File: src/core/dcca_pkg.sv
// shared constants, enumerations and carrier structs for the capture/compare array
package dcca_pkg;

	// ------------------------------------------------------------
	// sizes
	// ------------------------------------------------------------
	localparam int NUM_UNITS   = 2;   // independent capture/compare units
	localparam int CH_PER_UNIT = 16;  // channels in one unit
	localparam int NUM_CH      = 32;  // channels in the whole block
	localparam int TMR_PER_UNIT = 2;  // time bases in one unit
	localparam int NUM_TMR     = 4;   // time bases in the whole block
	localparam int TMR_W       = 16;  // timer and channel register width
	localparam int DIV_SEL_W   = 3;   // prescale selection field width
	localparam int PSC_W       = 10;  // prescale counter width, largest divide 1024
	localparam int DBL_PAIRS   = 8;   // double register pairs in one unit
	localparam int DBL_OFS     = 8;   // partner channel sits this far above

	// divide factor is 2**(code + PSC_SHIFT_BASE): 000b gives 8, 111b gives 1024
	localparam logic [3:0]       PSC_SHIFT_BASE = 4'h3;
	localparam logic [PSC_W:0]   PSC_ONE        = 11'h001;
	localparam logic [TMR_W-1:0] TMR_MAX        = 16'hFFFF;
	localparam logic [TMR_W-1:0] TMR_CLR        = 16'h0000;

	// ------------------------------------------------------------
	// enumerations
	// ------------------------------------------------------------
	// channel operating mode
	typedef enum logic [2:0] {
		DCCA_OFF      = 3'h0,  // channel disabled, pin released
		DCCA_CAP_RISE = 3'h1,  // capture on rising pin edge
		DCCA_CAP_FALL = 3'h2,  // capture on falling pin edge
		DCCA_CAP_BOTH = 3'h3,  // capture on either edge
		DCCA_CMP0     = 3'h4,  // interrupt on every match
		DCCA_CMP1     = 3'h5,  // toggle pin on every match
		DCCA_CMP2     = 3'h6,  // interrupt once per period
		DCCA_CMP3     = 3'h7   // set pin on match, clear on overflow
	} dcca_mode_t;

	// timer count source
	typedef enum logic [1:0] {
		DCCA_SRC_PSC = 2'h0,  // prescaled system clock
		DCCA_SRC_GT6 = 2'h1,  // general_timer_six overflow/underflow pulse
		DCCA_SRC_EXT = 2'h2,  // external count input, timer a of each unit only
		DCCA_SRC_OFF = 2'h3   // no count source
	} dcca_src_t;

	// ------------------------------------------------------------
	// carriers
	// ------------------------------------------------------------
	// per channel configuration
	typedef struct packed {
		dcca_mode_t mode;  // operating mode
		logic       tsel;  // 0: timer a of the unit, 1: timer b
	} dcca_ch_cfg_t;

	// per timer configuration
	typedef struct packed {
		logic                 run;     // count enable
		dcca_src_t            src;     // count source
		logic [DIV_SEL_W-1:0] div;     // timer_input_select prescale code
		logic [TMR_W-1:0]     reload;  // value loaded on overflow
	} dcca_tmr_cfg_t;

endpackage

File: src/core/dcca_timer.sv
// one reloadable 16-bit time base with its prescaler
`timescale 1ns/100ps
module dcca_timer #(
	parameter bit EXT_OK = 1'b0  // external count input available
) (
	input  wire logic                   i_sys_clk,
	input  wire logic                   i_nrst,
	input  dcca_pkg::dcca_tmr_cfg_t     i_cfg,
	input  wire logic                   i_gt6_ovf,
	input  wire logic                   i_ext_pulse,
	output logic [dcca_pkg::TMR_W-1:0]  o_count,
	output logic                        o_step,
	output logic                        o_ovf
);

	// ------------------------------------------------------------
	// state
	// ------------------------------------------------------------
	typedef struct packed {
		logic [dcca_pkg::PSC_W-1:0] psc;   // prescale divider
		logic [dcca_pkg::TMR_W-1:0] cnt;   // timer value
		logic                       step;  // cnt changed this edge
		logic                       ovf;   // cnt wrapped this edge
	} dcca_tmr_state_t;

	dcca_tmr_state_t q;  // registered state
	dcca_tmr_state_t d;  // next state

	// ------------------------------------------------------------
	// next state
	// ------------------------------------------------------------
	// a stopped timer also clears its prescaler so a restart gets a full first tick
	always_comb
	begin
		logic                       tick;
		logic [3:0]                 shift;
		logic [dcca_pkg::PSC_W:0]   lim;
		d      = q;
		tick   = 1'b0;
		shift  = 4'(i_cfg.div) + dcca_pkg::PSC_SHIFT_BASE;
		lim    = (dcca_pkg::PSC_ONE << shift) - dcca_pkg::PSC_ONE;
		d.step = 1'b0;
		d.ovf  = 1'b0;
		if (!i_cfg.run)
			d.psc = '0;
		else
		begin
			case (i_cfg.src)
				dcca_pkg::DCCA_SRC_PSC:
				begin
					if (q.psc == lim[dcca_pkg::PSC_W-1:0])
					begin
						d.psc = '0;
						tick  = 1'b1;
					end
					else
						d.psc = q.psc + 1'b1;
				end
				dcca_pkg::DCCA_SRC_GT6: tick = i_gt6_ovf;
				dcca_pkg::DCCA_SRC_EXT: tick = EXT_OK & i_ext_pulse;
				default:                tick = 1'b0;
			endcase
		end
		// count up, reload on overflow; reload 0000h spans 65536 ticks
		if (tick)
		begin
			d.step = 1'b1;
			if (q.cnt == dcca_pkg::TMR_MAX)
			begin
				d.cnt = i_cfg.reload;
				d.ovf = 1'b1;
			end
			else
				d.cnt = q.cnt + 1'b1;
		end
	end

	// ------------------------------------------------------------
	// registers
	// ------------------------------------------------------------
	// reset leaves the timer cleared
	always_ff @(posedge i_sys_clk or negedge i_nrst)
	begin
		if (!i_nrst)
			q <= '0;
		else
			q <= d;
	end

	assign o_count = q.cnt;
	assign o_step  = q.step;
	assign o_ovf   = q.ovf;

endmodule // dcca_timer

File: src/core/dcca_array.sv
// two capture/compare units with their time bases, channels and pins
`timescale 1ns/100ps

module dcca_array (
	input  wire logic                                        i_sys_clk,
	input  wire logic                                        i_nrst,
	input  dcca_pkg::dcca_tmr_cfg_t [dcca_pkg::NUM_TMR-1:0]  i_tmr_cfg,
	input  dcca_pkg::dcca_ch_cfg_t  [dcca_pkg::NUM_CH-1:0]   i_ch_cfg,
	input  wire logic [dcca_pkg::NUM_UNITS*dcca_pkg::DBL_PAIRS-1:0] i_dbl_en,
	input  wire logic [dcca_pkg::NUM_CH-1:0]                 i_ch_wr,
	input  wire logic [dcca_pkg::TMR_W-1:0]                  i_ch_wr_data,
	input  wire logic                                        i_gt6_ovf,
	input  wire logic [dcca_pkg::NUM_UNITS-1:0]              i_ext_cnt,
	input  wire logic [dcca_pkg::NUM_CH-1:0]                 i_pin_in,
	output logic [dcca_pkg::NUM_CH-1:0]                      o_pin_out,
	output logic [dcca_pkg::NUM_CH-1:0]                      o_pin_oe_n,
	output logic [dcca_pkg::NUM_CH-1:0][dcca_pkg::TMR_W-1:0] o_ch_value,
	output logic [dcca_pkg::NUM_CH-1:0]                      o_ch_irq,
	output logic [dcca_pkg::NUM_TMR-1:0][dcca_pkg::TMR_W-1:0] o_tmr_count,
	output logic [dcca_pkg::NUM_TMR-1:0]                     o_tmr_ovf
);

	// ------------------------------------------------------------
	// state
	// ------------------------------------------------------------
	// one channel register with its pin and bookkeeping
	typedef struct packed {
		logic [dcca_pkg::TMR_W-1:0] value;  // capture result or compare value
		logic                       pin;    // pin output level
		logic                       irq;    // one-cycle interrupt request
		logic                       done;   // compare already fired this period
		logic                       prev;   // pin input one edge ago
	} dcca_ch_state_t;

	// whole block state
	typedef struct packed {
		logic [dcca_pkg::NUM_CH-1:0]                oe_n;      // pin released when high
		dcca_ch_state_t [dcca_pkg::NUM_CH-1:0]      ch;        // channel registers
		logic [dcca_pkg::NUM_UNITS-1:0]             ext_prev;  // external count input history
		logic [dcca_pkg::NUM_UNITS-1:0]             ext_rise;  // registered count edge
	} dcca_state_t;

	dcca_state_t q;  // registered state
	dcca_state_t d;  // next state

	// timer outputs seen by the channels
	logic [dcca_pkg::NUM_TMR-1:0][dcca_pkg::TMR_W-1:0] tmr_cnt;
	logic [dcca_pkg::NUM_TMR-1:0]                      tmr_step;
	logic [dcca_pkg::NUM_TMR-1:0]                      tmr_ovf;

	// ------------------------------------------------------------
	// time bases
	// ------------------------------------------------------------
	// timer a of each unit accepts the external count input
	genvar gt;
	generate
		for (gt = 0; gt < dcca_pkg::NUM_TMR; gt++)
		begin : g_tmr
			dcca_timer #(
				.EXT_OK ((gt % dcca_pkg::TMR_PER_UNIT) == 0)
			) u_tmr (
				.i_sys_clk   (i_sys_clk),
				.i_nrst      (i_nrst),
				.i_cfg       (i_tmr_cfg[gt]),
				.i_gt6_ovf   (i_gt6_ovf),
				.i_ext_pulse (q.ext_rise[gt / dcca_pkg::TMR_PER_UNIT]),
				.o_count     (tmr_cnt[gt]),
				.o_step      (tmr_step[gt]),
				.o_ovf       (tmr_ovf[gt])
			);
		end
	endgenerate

	// ------------------------------------------------------------
	// channel logic
	// ------------------------------------------------------------
	// matches are judged only on the edge after the timer stepped, so a
	// stopped timer sitting on a compare value does not fire every cycle
	always_comb
	begin
		logic [dcca_pkg::NUM_CH-1:0]  match;
		logic                         trig;
		logic                         rise;
		logic                         fall;
		int                           t;
		int                           j;
		logic [dcca_pkg::TMR_W-1:0]   cnt;
		logic                         step;
		logic                         ovf;
		dcca_pkg::dcca_mode_t         mode;
		d     = q;
		match = '0;
		trig  = 1'b0;
		rise  = 1'b0;
		fall  = 1'b0;
		t     = 0;
		j     = 0;
		cnt   = '0;
		step  = 1'b0;
		ovf   = 1'b0;
		mode  = dcca_pkg::DCCA_OFF;

		// external count inputs: rising edge counts
		for (int u = 0; u < dcca_pkg::NUM_UNITS; u++)
		begin
			d.ext_prev[u] = i_ext_cnt[u];
			d.ext_rise[u] = i_ext_cnt[u] & ~q.ext_prev[u];
		end

		for (int i = 0; i < dcca_pkg::NUM_CH; i++)
		begin
			// pick the assigned timer of this channel's unit
			t    = (i / dcca_pkg::CH_PER_UNIT) * dcca_pkg::TMR_PER_UNIT
			       + int'(i_ch_cfg[i].tsel);
			cnt  = tmr_cnt[t];
			step = tmr_step[t];
			ovf  = tmr_ovf[t];
			mode = i_ch_cfg[i].mode;
			rise = i_pin_in[i] & ~q.ch[i].prev;
			fall = ~i_pin_in[i] & q.ch[i].prev;
			trig = 1'b0;
			d.ch[i].prev = i_pin_in[i];
			d.ch[i].irq  = 1'b0;
			// a match exists only in the compare modes
			match[i] = mode[2] & step & (cnt == q.ch[i].value);

			case (mode)
				// capture: pin is an input, latch timer on selected edge
				dcca_pkg::DCCA_CAP_RISE,
				dcca_pkg::DCCA_CAP_FALL,
				dcca_pkg::DCCA_CAP_BOTH:
				begin
					trig = (mode != dcca_pkg::DCCA_CAP_FALL && rise)
					       || (mode != dcca_pkg::DCCA_CAP_RISE && fall);
					d.oe_n[i]   = 1'b1;
					d.ch[i].pin = 1'b0;
					if (trig)
					begin
						d.ch[i].value = cnt;
						d.ch[i].irq   = 1'b1;
					end
				end
				// interrupt on every match, pin left alone
				dcca_pkg::DCCA_CMP0:
				begin
					d.oe_n[i]   = 1'b1;
					d.ch[i].irq = match[i];
				end
				// toggle on every match
				dcca_pkg::DCCA_CMP1:
				begin
					d.oe_n[i] = 1'b0;
					if (match[i])
					begin
						d.ch[i].pin = ~q.ch[i].pin;
						d.ch[i].irq = 1'b1;
					end
				end
				// one interrupt per period, re-armed by overflow
				dcca_pkg::DCCA_CMP2:
				begin
					d.oe_n[i] = 1'b1;
					if (ovf)
						d.ch[i].done = 1'b0;
					if (match[i] && (ovf || !q.ch[i].done))
					begin
						d.ch[i].irq  = 1'b1;
						d.ch[i].done = 1'b1;
					end
				end
				// set on match, clear on overflow, once per period
				dcca_pkg::DCCA_CMP3:
				begin
					d.oe_n[i] = 1'b0;
					if (ovf)
					begin
						d.ch[i].pin  = 1'b0;
						d.ch[i].done = 1'b0;
					end
					if (match[i] && (ovf || !q.ch[i].done))
					begin
						d.ch[i].pin  = 1'b1;
						d.ch[i].irq  = 1'b1;
						d.ch[i].done = 1'b1;
					end
				end
				// disabled: pin released, bookkeeping idle
				default:
				begin
					d.oe_n[i]    = 1'b1;
					d.ch[i].pin  = 1'b0;
					d.ch[i].done = 1'b0;
				end
			endcase

			// software write loses to a capture in the same cycle
			if (i_ch_wr[i] && !trig)
				d.ch[i].value = i_ch_wr_data;
		end

		// double register: lower channel's pin toggled by either match,
		// upper channel's pin released; equal matches cancel out
		for (int u = 0; u < dcca_pkg::NUM_UNITS; u++)
		begin
			for (int k = 0; k < dcca_pkg::DBL_PAIRS; k++)
			begin
				t = u * dcca_pkg::CH_PER_UNIT + k;
				j = t + dcca_pkg::DBL_OFS;
				if (i_dbl_en[u * dcca_pkg::DBL_PAIRS + k])
				begin
					d.oe_n[t]    = 1'b0;
					d.ch[t].pin  = q.ch[t].pin ^ match[t] ^ match[j];
					d.ch[t].irq  = match[t];
					d.oe_n[j]    = 1'b1;
					d.ch[j].pin  = 1'b0;
					d.ch[j].irq  = match[j];
				end
			end
		end
	end

	// ------------------------------------------------------------
	// registers
	// ------------------------------------------------------------
	// reset: all pins released, channels cleared
	always_ff @(posedge i_sys_clk or negedge i_nrst)
	begin
		if (!i_nrst)
			q <= '{oe_n: '1, ch: '0, ext_prev: '0, ext_rise: '0};
		else
			q <= d;
	end

	// ------------------------------------------------------------
	// outputs
	// ------------------------------------------------------------
	// every output below is a flip-flop of this block or of a timer
	generate
		for (gt = 0; gt < dcca_pkg::NUM_CH; gt++)
		begin : g_out
			assign o_pin_out[gt]  = q.ch[gt].pin;
			assign o_ch_value[gt] = q.ch[gt].value;
			assign o_ch_irq[gt]   = q.ch[gt].irq;
		end
	endgenerate

	assign o_pin_oe_n  = q.oe_n;
	assign o_tmr_count = tmr_cnt;
	assign o_tmr_ovf   = tmr_ovf;

endmodule // dcca_array

File: config.mk
export PLATFORM = sky130hd
export DESIGN_NAME = dcca_array
export DESIGN_NICKNAME = d
export VERILOG_FILES = /design/src/core/dcca_pkg.sv /design/src/core/dcca_timer.sv /design/src/core/dcca_array.sv
export SDC_FILE = /design/constraint.sdc
export NUM_CORES = 2
export LEC_CHECK = 0
export BUFFER_PORTS_ARGS = -buffer_cell sky130_fd_sc_hd__buf_2
export CAP_MARGIN = 40
export CORE_AREA = 2 2 383 385
export DETAILED_ROUTE_END_ITERATION = 16
export DIE_AREA = 0 0 385 387
export MAX_ROUTING_LAYER = met4
export PLACE_DENSITY_LB_ADDON = 0.08
export SLEW_MARGIN = 20
export SYNTH_ARGS = -nofsm -noshare
export SYNTH_HDL_FRONTEND = slang
export SYNTH_SLANG_ARGS = --single-unit
File: constraint.sdc
create_clock -name i_sys_clk -period 4.65 [get_ports i_sys_clk]
set_clock_uncertainty 0.05 [all_clocks]
set_input_delay 0.6975 -clock i_sys_clk [delete_from_list [all_inputs] [get_ports i_sys_clk]]
set_output_delay 0.6975 -clock i_sys_clk [all_outputs]
set_load 0.03 [all_outputs]
* Word level (Yosys, flattened, before mapping)
Index checks and enable logic that the tools add are counted.
** Storage, ports and cells
- Input port bits :: 317
- Word-level logic and storage cells :: 2245
- Memories :: 0
- Latch bits :: 0
- RAM bits :: 0
- Register bits :: 788
- ROM bits :: 0
** Operators by class
- Equality and inequality tests :: 434
- Reductions and logical operators :: 516
- Divide/modulo/power cells :: 0
- $add $sub $neg :: 32
- Shifts and indexed selects :: 4
- Multiplexer cells :: 788
- Bitwise operators :: 260
- Order comparisons :: 32
- Multiply operators :: 0
** Operators by type and width (count)
- two-way mux 16 bit :: 164
- binary-select mux 16 bit (select 2 bit) :: 16
- == test 16 bit :: 32
- == test 3 bit, second input constant :: 128
- two-way mux 1 bit :: 332
- two-way mux 2 bit :: 100
- one-hot mux 1 bit (3 select lines) :: 66
- == test 3 x 2 -> 1 bit, second input constant :: 64
- one-hot mux 1 bit (5 select lines) :: 32
- OR reduction 5 bit :: 32
- AND 1 bit :: 130
- logical AND 1 bit :: 128
- != test 4 bit, second input constant :: 32
- nonzero test 2 bit :: 64
- OR reduction 2 bit :: 64
- two-way mux 10 bit :: 12
- inverter 1 bit :: 98
- == test 3 x 1 -> 1 bit, second input constant :: 32
- two-way mux 3 bit :: 32
- != test 3 x 1 -> 1 bit, second input constant :: 32
- != test 3 x 2 -> 1 bit, second input constant :: 32
- != test 3 bit, second input constant :: 32
- AND reduction 3 bit :: 32
- OR reduction 3 bit :: 32
- other kinds (20) :: 348

* Depth between registers and ports, before layout
- Word-level depth :: 10
- Depth in mapped cells :: 13
- Gate-level depth less buffers :: 10

* Modules after synthesis
A second synthesis with hierarchy kept.
** Second synthesis, totals
- Cell total of the unflattened synthesis :: 6332
- Area, all modules :: 57257.4 um2
** By module, submodules not included
- dcca_array :: area an instance 49288.5 um2, times used 1, sequential area each 16956.3 um2, cells each 5409
- dcca_timer (g_tmr[0].u_tmr ...) :: area an instance 1960.6 um2, times used 2, sequential area each 700.7 um2, cells each 226
- dcca_timer (g_tmr[3].u_tmr) :: area an instance 2102.0 um2, times used 1, sequential area each 700.7 um2, cells each 247
- dcca_timer (g_tmr[1].u_tmr) :: area an instance 1945.6 um2, times used 1, sequential area each 700.7 um2, cells each 224

* Worst setup path after synthesis
Ideal clock, no wire load.
- Path kind :: input to register
- Start :: in i_ch_cfg[20] in the netlist's numbering
- End :: reg q, in the netlist o_pin_out[5]
- Path buffers :: 2
- Data arrival time :: 2.977 ns
- Data required time :: 4.480 ns
- Stages :: 11
- Setup time :: 0.120 ns
- Setup slack :: 1.503 ns
- Cells stage by stage :: buf_6 buf_6 mux2i_1 xor2_1 nand4_1 or4_4 nor4_4 ha_1 xnor2_1 a22o_1 a31o_1
** On the way
- Word-level cells in the longest chain between the ends :: 8
- Elaborated cells between the ends (all ways) :: 19
- Those cells by class :: 3 x eq/ne; 9 x mux; 4 x bitwise; 3 x reduce/logical
** Ends and longest elaborated chain
- start: declaration :: RTL line dcca_array.sv:8 : input dcca_pkg::dcca_ch_cfg_t [dcca_pkg::NUM_CH-1:0] i_ch_cfg,
- two-way mux 16 bit (not written as such) or two-way mux 1 bit (tied branches) (2 in a row) :: RTL line dcca_array.sv:115, dcca_array.sv:116
- == test 16 bit or AND 1 bit (tied branches) :: RTL line dcca_array.sv:125 : match[i] = mode[2] & step & (cnt == q.ch[i].value);
- AND 1 bit :: RTL line dcca_array.sv:125
- logical AND 1 bit :: RTL line dcca_array.sv:180 : if (match[i] && (ovf || !q.ch[i].done))
- two-way mux 3 bit :: RTL line dcca_array.sv:180
- one-hot mux 1 bit (3 select lines) :: RTL line dcca_array.sv:127 : case (mode)
- two-way mux 2 bit :: RTL line dcca_array.sv:209 : if (i_dbl_en[u * dcca_pkg::DBL_PAIRS + k])
- end signal: assignment :: RTL line dcca_array.sv:229 : q <= '{oe_n: '1, ch: '0, ext_prev: '0, ext_rise: '0};
- end: declaration :: RTL line dcca_array.sv:43 : dcca_state_t q;
Several ways; a longest one is shown, not always the timed one. The select of a mux whose other input is x is not followed.
A chain may end at the register's enable or synchronous reset.

* Final worst setup path
- Start :: reg g_tmr[2].u_tmr.q, in the netlist g_tmr[2].u_tmr.o_count[8]
- End :: reg q, in the netlist o_pin_out[16]
** On the way
- Word-level cells in the longest chain between the ends :: 9
- Elaborated cells between the ends (all ways) :: 19
- Those cells by class :: 4 x eq/ne; 9 x mux; 4 x bitwise; 2 x reduce/logical
** Ends and longest elaborated chain
- start: declaration :: RTL line dcca_timer.sv:26 : dcca_tmr_state_t q;
- start signal: assignment :: RTL line dcca_timer.sv:85 : q <= '0;
- start signal: assignment :: RTL line dcca_timer.sv:87 : q <= d;
- binary-select mux 16 bit (select 2 bit) :: RTL line dcca_array.sv:115 : cnt = tmr_cnt[t];
- two-way mux 16 bit (not written as such) (2 in a row) :: RTL line dcca_array.sv:115
- == test 16 bit :: RTL line dcca_array.sv:125
- AND 1 bit :: RTL line dcca_array.sv:125
- logical AND 1 bit :: RTL line dcca_array.sv:180
- two-way mux 3 bit :: RTL line dcca_array.sv:180
- one-hot mux 1 bit (3 select lines) :: RTL line dcca_array.sv:127
- two-way mux 2 bit :: RTL line dcca_array.sv:209
Several ways; a longest one is shown, not always the timed one. The select of a mux whose other input is x is not followed.

==> results.txt <==
----------------------------------------------------
[Clock network]
  Post-CTS setup buffer count ... 0
  Buffers from clock root to sink, at most ... 3
  Number of H-tree levels ... 3
  CTS tree ... done
  Library cell used as clock root buffer ... sky130_fd_sc_hd__clkbuf_16
  Cts bufs inserted ... approximately 100
  Resized cells post-CTS ... 0
  CTS Hold Bufs ... 4
  Skew-Pair Late Insertion Delay ... 0.72 ns
  Clock sinks ... 788
  Register clock-pin slew on the reported worst setup and hold paths ... 0.06 ns

[Synth]
  Warnings from Yosys ... 0
  Cell Area, Synth ... 56870 µm²
  Async S/R FF share, synth ... between 90% and 100%
  Number of different library cells in the post-synthesis netlist ... 98
  Fraction of post-synthesis cell area in the top cell type by area ... 33.26%
  Fraction of the yosys area taken by sequential cells ... a little over a third
  Average size of a mapped cell ... 9.087 µm²
  Commonest register cell after synthesis ... sky130_fd_sc_hd__dfrtp_1
  Instance count of the mapped netlist ... approximately 6300
  Library cell occupying the most area in the post-synthesis netlist ... sky130_fd_sc_hd__dfrtp_1
  EDFF count, synth ... 0
  Dominant cells by area after synthesis ... sky130_fd_sc_hd__dfrtp_1 33%, sky130_fd_sc_hd__mux2i_1 9.6%, sky130_fd_sc_hd__buf_4 9.2%, sky130_fd_sc_hd__a211oi_1 6.9%, sky130_fd_sc_hd__a21oi_1 6.1%
  Synthesis-stage register bit count ... 788

[Setup path]
  Worst setup EP type ... flip-flop
  Worst endpoint data arrival time ... 4.03 ns
  Number of cell instances on the worst register-to-register path ... 10
  Register-to-Register Setup Slack ... 1.15 ns
  Worst r2r dst ... o_pin_out[16]
  Required time of the critical path ... 5.18 ns
  RR Startpoint ... g_tmr[2].u_tmr.o_count[8]
  Worst setup path category ... reg2reg
  Critical path fanouts, max ... 10
  Kind of launch point of the worst setup path ... flip-flop

[Routing]
  First-pass iteration count of the detailed router ... 5
  Post-route ant nets ... 0
  Met2 wirelength from detailed routing ... roughly 110000 µm
  Detailed route wirelength on metal3 ... 23680 µm
  Routed length per placed instance ... 30.75 µm
  Number of vias after detailed routing ... 49493
  DRC viols ... 0
  Top routing layer in use ... met4
  Via density per instance ... 5.848
  Met1 wire length ... approximately 110000 µm
  Wirelength, routed ... between 200000 and 300000 µm
  Drt first-iter violations ... 4951

[Timing]
  Min Tclk post-route ... 3.501 ns
  RSZ-0062 raised after global routing ... no
  Final setup violation count ... 0
  Max Clock Freq ... 0.2857 GHz
  Final worst path period share ... between 70% and 80%
  Worst slew slack as a fraction of its limit ... 36.64%
  Final total negative setup slack ... 0 ns
  Hold Violations, Final ... 0
  Slew at the pin closest to its max-slew limit ... around 0.95 ns
  Count of pins over their slew limit ... 0

[Min path]
  Start point of the worst hold path ... i_pin_in[9]
  Class of the tightest hold or removal check ... in2reg
  Worst min-delay path endpoint ... q[184]
  Number of cells on the worst hold path ... 1

[Flow run]
  Max-Cap Viols ... 0

[Die]
  Site row count ... 140
  Area of the die ... 149000 µm²
  Area of the core region ... 144900 µm²
  Boundary pin count ... 993
  Die width ... 385 µm
  Starting density of the core ... 39.26%
  Vertical extent of the die ... 387 µm

[Cells and area]
  Area of the multi-input gates ... 29600 µm²
  Number of nets in the finished design ... slightly below 7000
  Most frequent cells in the layout ... 990 x sky130_fd_sc_hd__buf_2, 756 x sky130_fd_sc_hd__dfrtp_1, 664 x sky130_fd_sc_hd__a21oi_1, 552 x sky130_fd_sc_hd__nor2b_1, 544 x sky130_fd_sc_hd__mux2i_1
  Layout overhead on the synthesized area ... 10.56%
  Leading cell type in the layout, fill and taps excluded ... sky130_fd_sc_hd__buf_2
  Footprint of the flip-flops and latches ... 19760 µm²
  Fillers ... approximately 14000
  Final cell utilization of the core ... 43.40%
  Share of cells above drive strength 1 ... 24.04%

[GRT]
  Antenna violations before repair ... 36
  Overflow left after global routing ... 0
  Pin count of the biggest net entering global routing ... 109
  Total track usage ... ~35%
  Number of global-route vias before repair ... around 46000
  Global-route wire length before repair ... 360500 µm

[Place]
  GP Congestion ... about 0.9
  Number of buffers added on ports ... 992
  Detailed placement HPWL ... ~190000 µm

[Power and ir drop]
  Maximum vdd drop ... approximately 0.31 mV
  Cell leakage power ... 27.45 nW
  Power Dens Cells ... a little under 400 nW/µm²
  Design Power ... 24.78 mW

[Status]
  Result of the run ... complete, no violations

----------------------------------------------------
==> metrics by stage <==
step | instances | setup slack [ns] | area (µm²) | hold WS (ns)
global placement | 8218 | 1.033 | 58910 | 0.3325
detailed placement | 8236 | 1.013 | 59300 | 0.3419
finish | 8463 | 1.149 | 62880 | 0.05779
global route | 8457 | 0.9693 | 62860 | 0.04278
floorplan | 6264 | 1.503 | 56890 | 0.3277
CTS | 8430 | 1.211 | 62720 | 0.0002445
==> critical path: stages, from the launching register on <==
cell	delay, ns
sky130_fd_sc_hd__dfrtp_1	0.80
sky130_fd_sc_hd__buf_4	0.38
sky130_fd_sc_hd__mux2i_1	0.16
sky130_fd_sc_hd__xnor2_1	0.18
sky130_fd_sc_hd__nor4_1	0.35
sky130_fd_sc_hd__nand4_1	0.20
sky130_fd_sc_hd__nor4_2	0.49
sky130_fd_sc_hd__ha_1	0.35
sky130_fd_sc_hd__xnor2_1	0.13
sky130_fd_sc_hd__a22oi_1	0.18
sky130_fd_sc_hd__a31oi_1	0.10
==> how the worst max path moves through the flow <==
stage,slack [ns],to,start
after detailed placement,1.01,o_pin_out[5],i_ch_cfg[20]
final,1.15,o_pin_out[16],g_tmr[2].u_tmr.o_count[8]
after global routing,0.97,o_pin_out[16],g_tmr[2].u_tmr.o_count[8]
after floorplan,1.50,o_pin_out[5],i_ch_cfg[20]
after CTS,1.21,o_pin_out[0],g_tmr[0].u_tmr.o_count[2]
after global placement,1.03,o_pin_out[5],i_ch_cfg[20]
==> report_power, final <==
| group | total, mW | leakage (nW) | internal (mW) | switching [mW] |
|---|---|---|---|---|
| Clock | 8.23 | 1.68 | 4.78 | 3.45 |
| Sequential | 8.61 | 9.75 | 7.55 | 1.06 |
| Combinational | 7.94 | 16.0 | 2.57 | 5.37 |
| Total | 24.8 | 27.5 | 14.9 | 9.87 |
==> synthesized netlist by cell type (all sizes together), types with 43 or more instances <==
cell / count
nand2: 238
dfrtp: 756
nor4: 85
inv: 112
mux2i: 546
o21ai: 142
xor2: 256
and3: 43
nor2: 116
nand3b: 73
nand3: 105
nor2b: 552
clkbuf: 350
xnor2: 290
a21oi: 704
buf: 815
mux2: 48
a211oi: 522
nand4: 85
==> state kept, by name, summed over array words and instances, names as in the netlist <==
signal,flops
o_pin_out,32
o_ch_irq,32
o_ch_value,512
g_tmr.u_tmr.o_step,4
o_pin_oe_n,32
g_tmr.u_tmr.o_ovf,4
g_tmr.u_tmr.o_count,64
q,68
g_tmr.u_tmr.q,40
==> routing by layer <==
| metal | vias up | track usage, % |
|---|---|---|
| met2 | 2231 | 49.35 |
| li1 | 21898 | - |
| met4 | 0 | 14.99 |
| met5 | - | - |
| met1 | 24903 | 46.47 |
| met3 | 461 | 8.005 |
==> cell type report <==
type                       count  area share (%)
inverter                     112          0.6686
antenna                       29          0.1154
clock inverter                21          0.2866
tap                         1917           3.815
multi-input combinational   4198           47.07
clock buffer                 169           5.100
sequential                   788           31.43
timing repair buffer        1229           11.52
==> cell families after synthesis <==
group                      share of synthesized area (%)
muxes                                              10.57
and+or+nand+nor                                    14.47
xor gates and xnor gates                           8.408
DFF                                                34.74
buffers and inverters                              13.53
other                                           0.006594
AOI/OAI and AO/OA                                  17.68
adders and majority gates                         0.5940
Power figures use the tool's default switching activity.
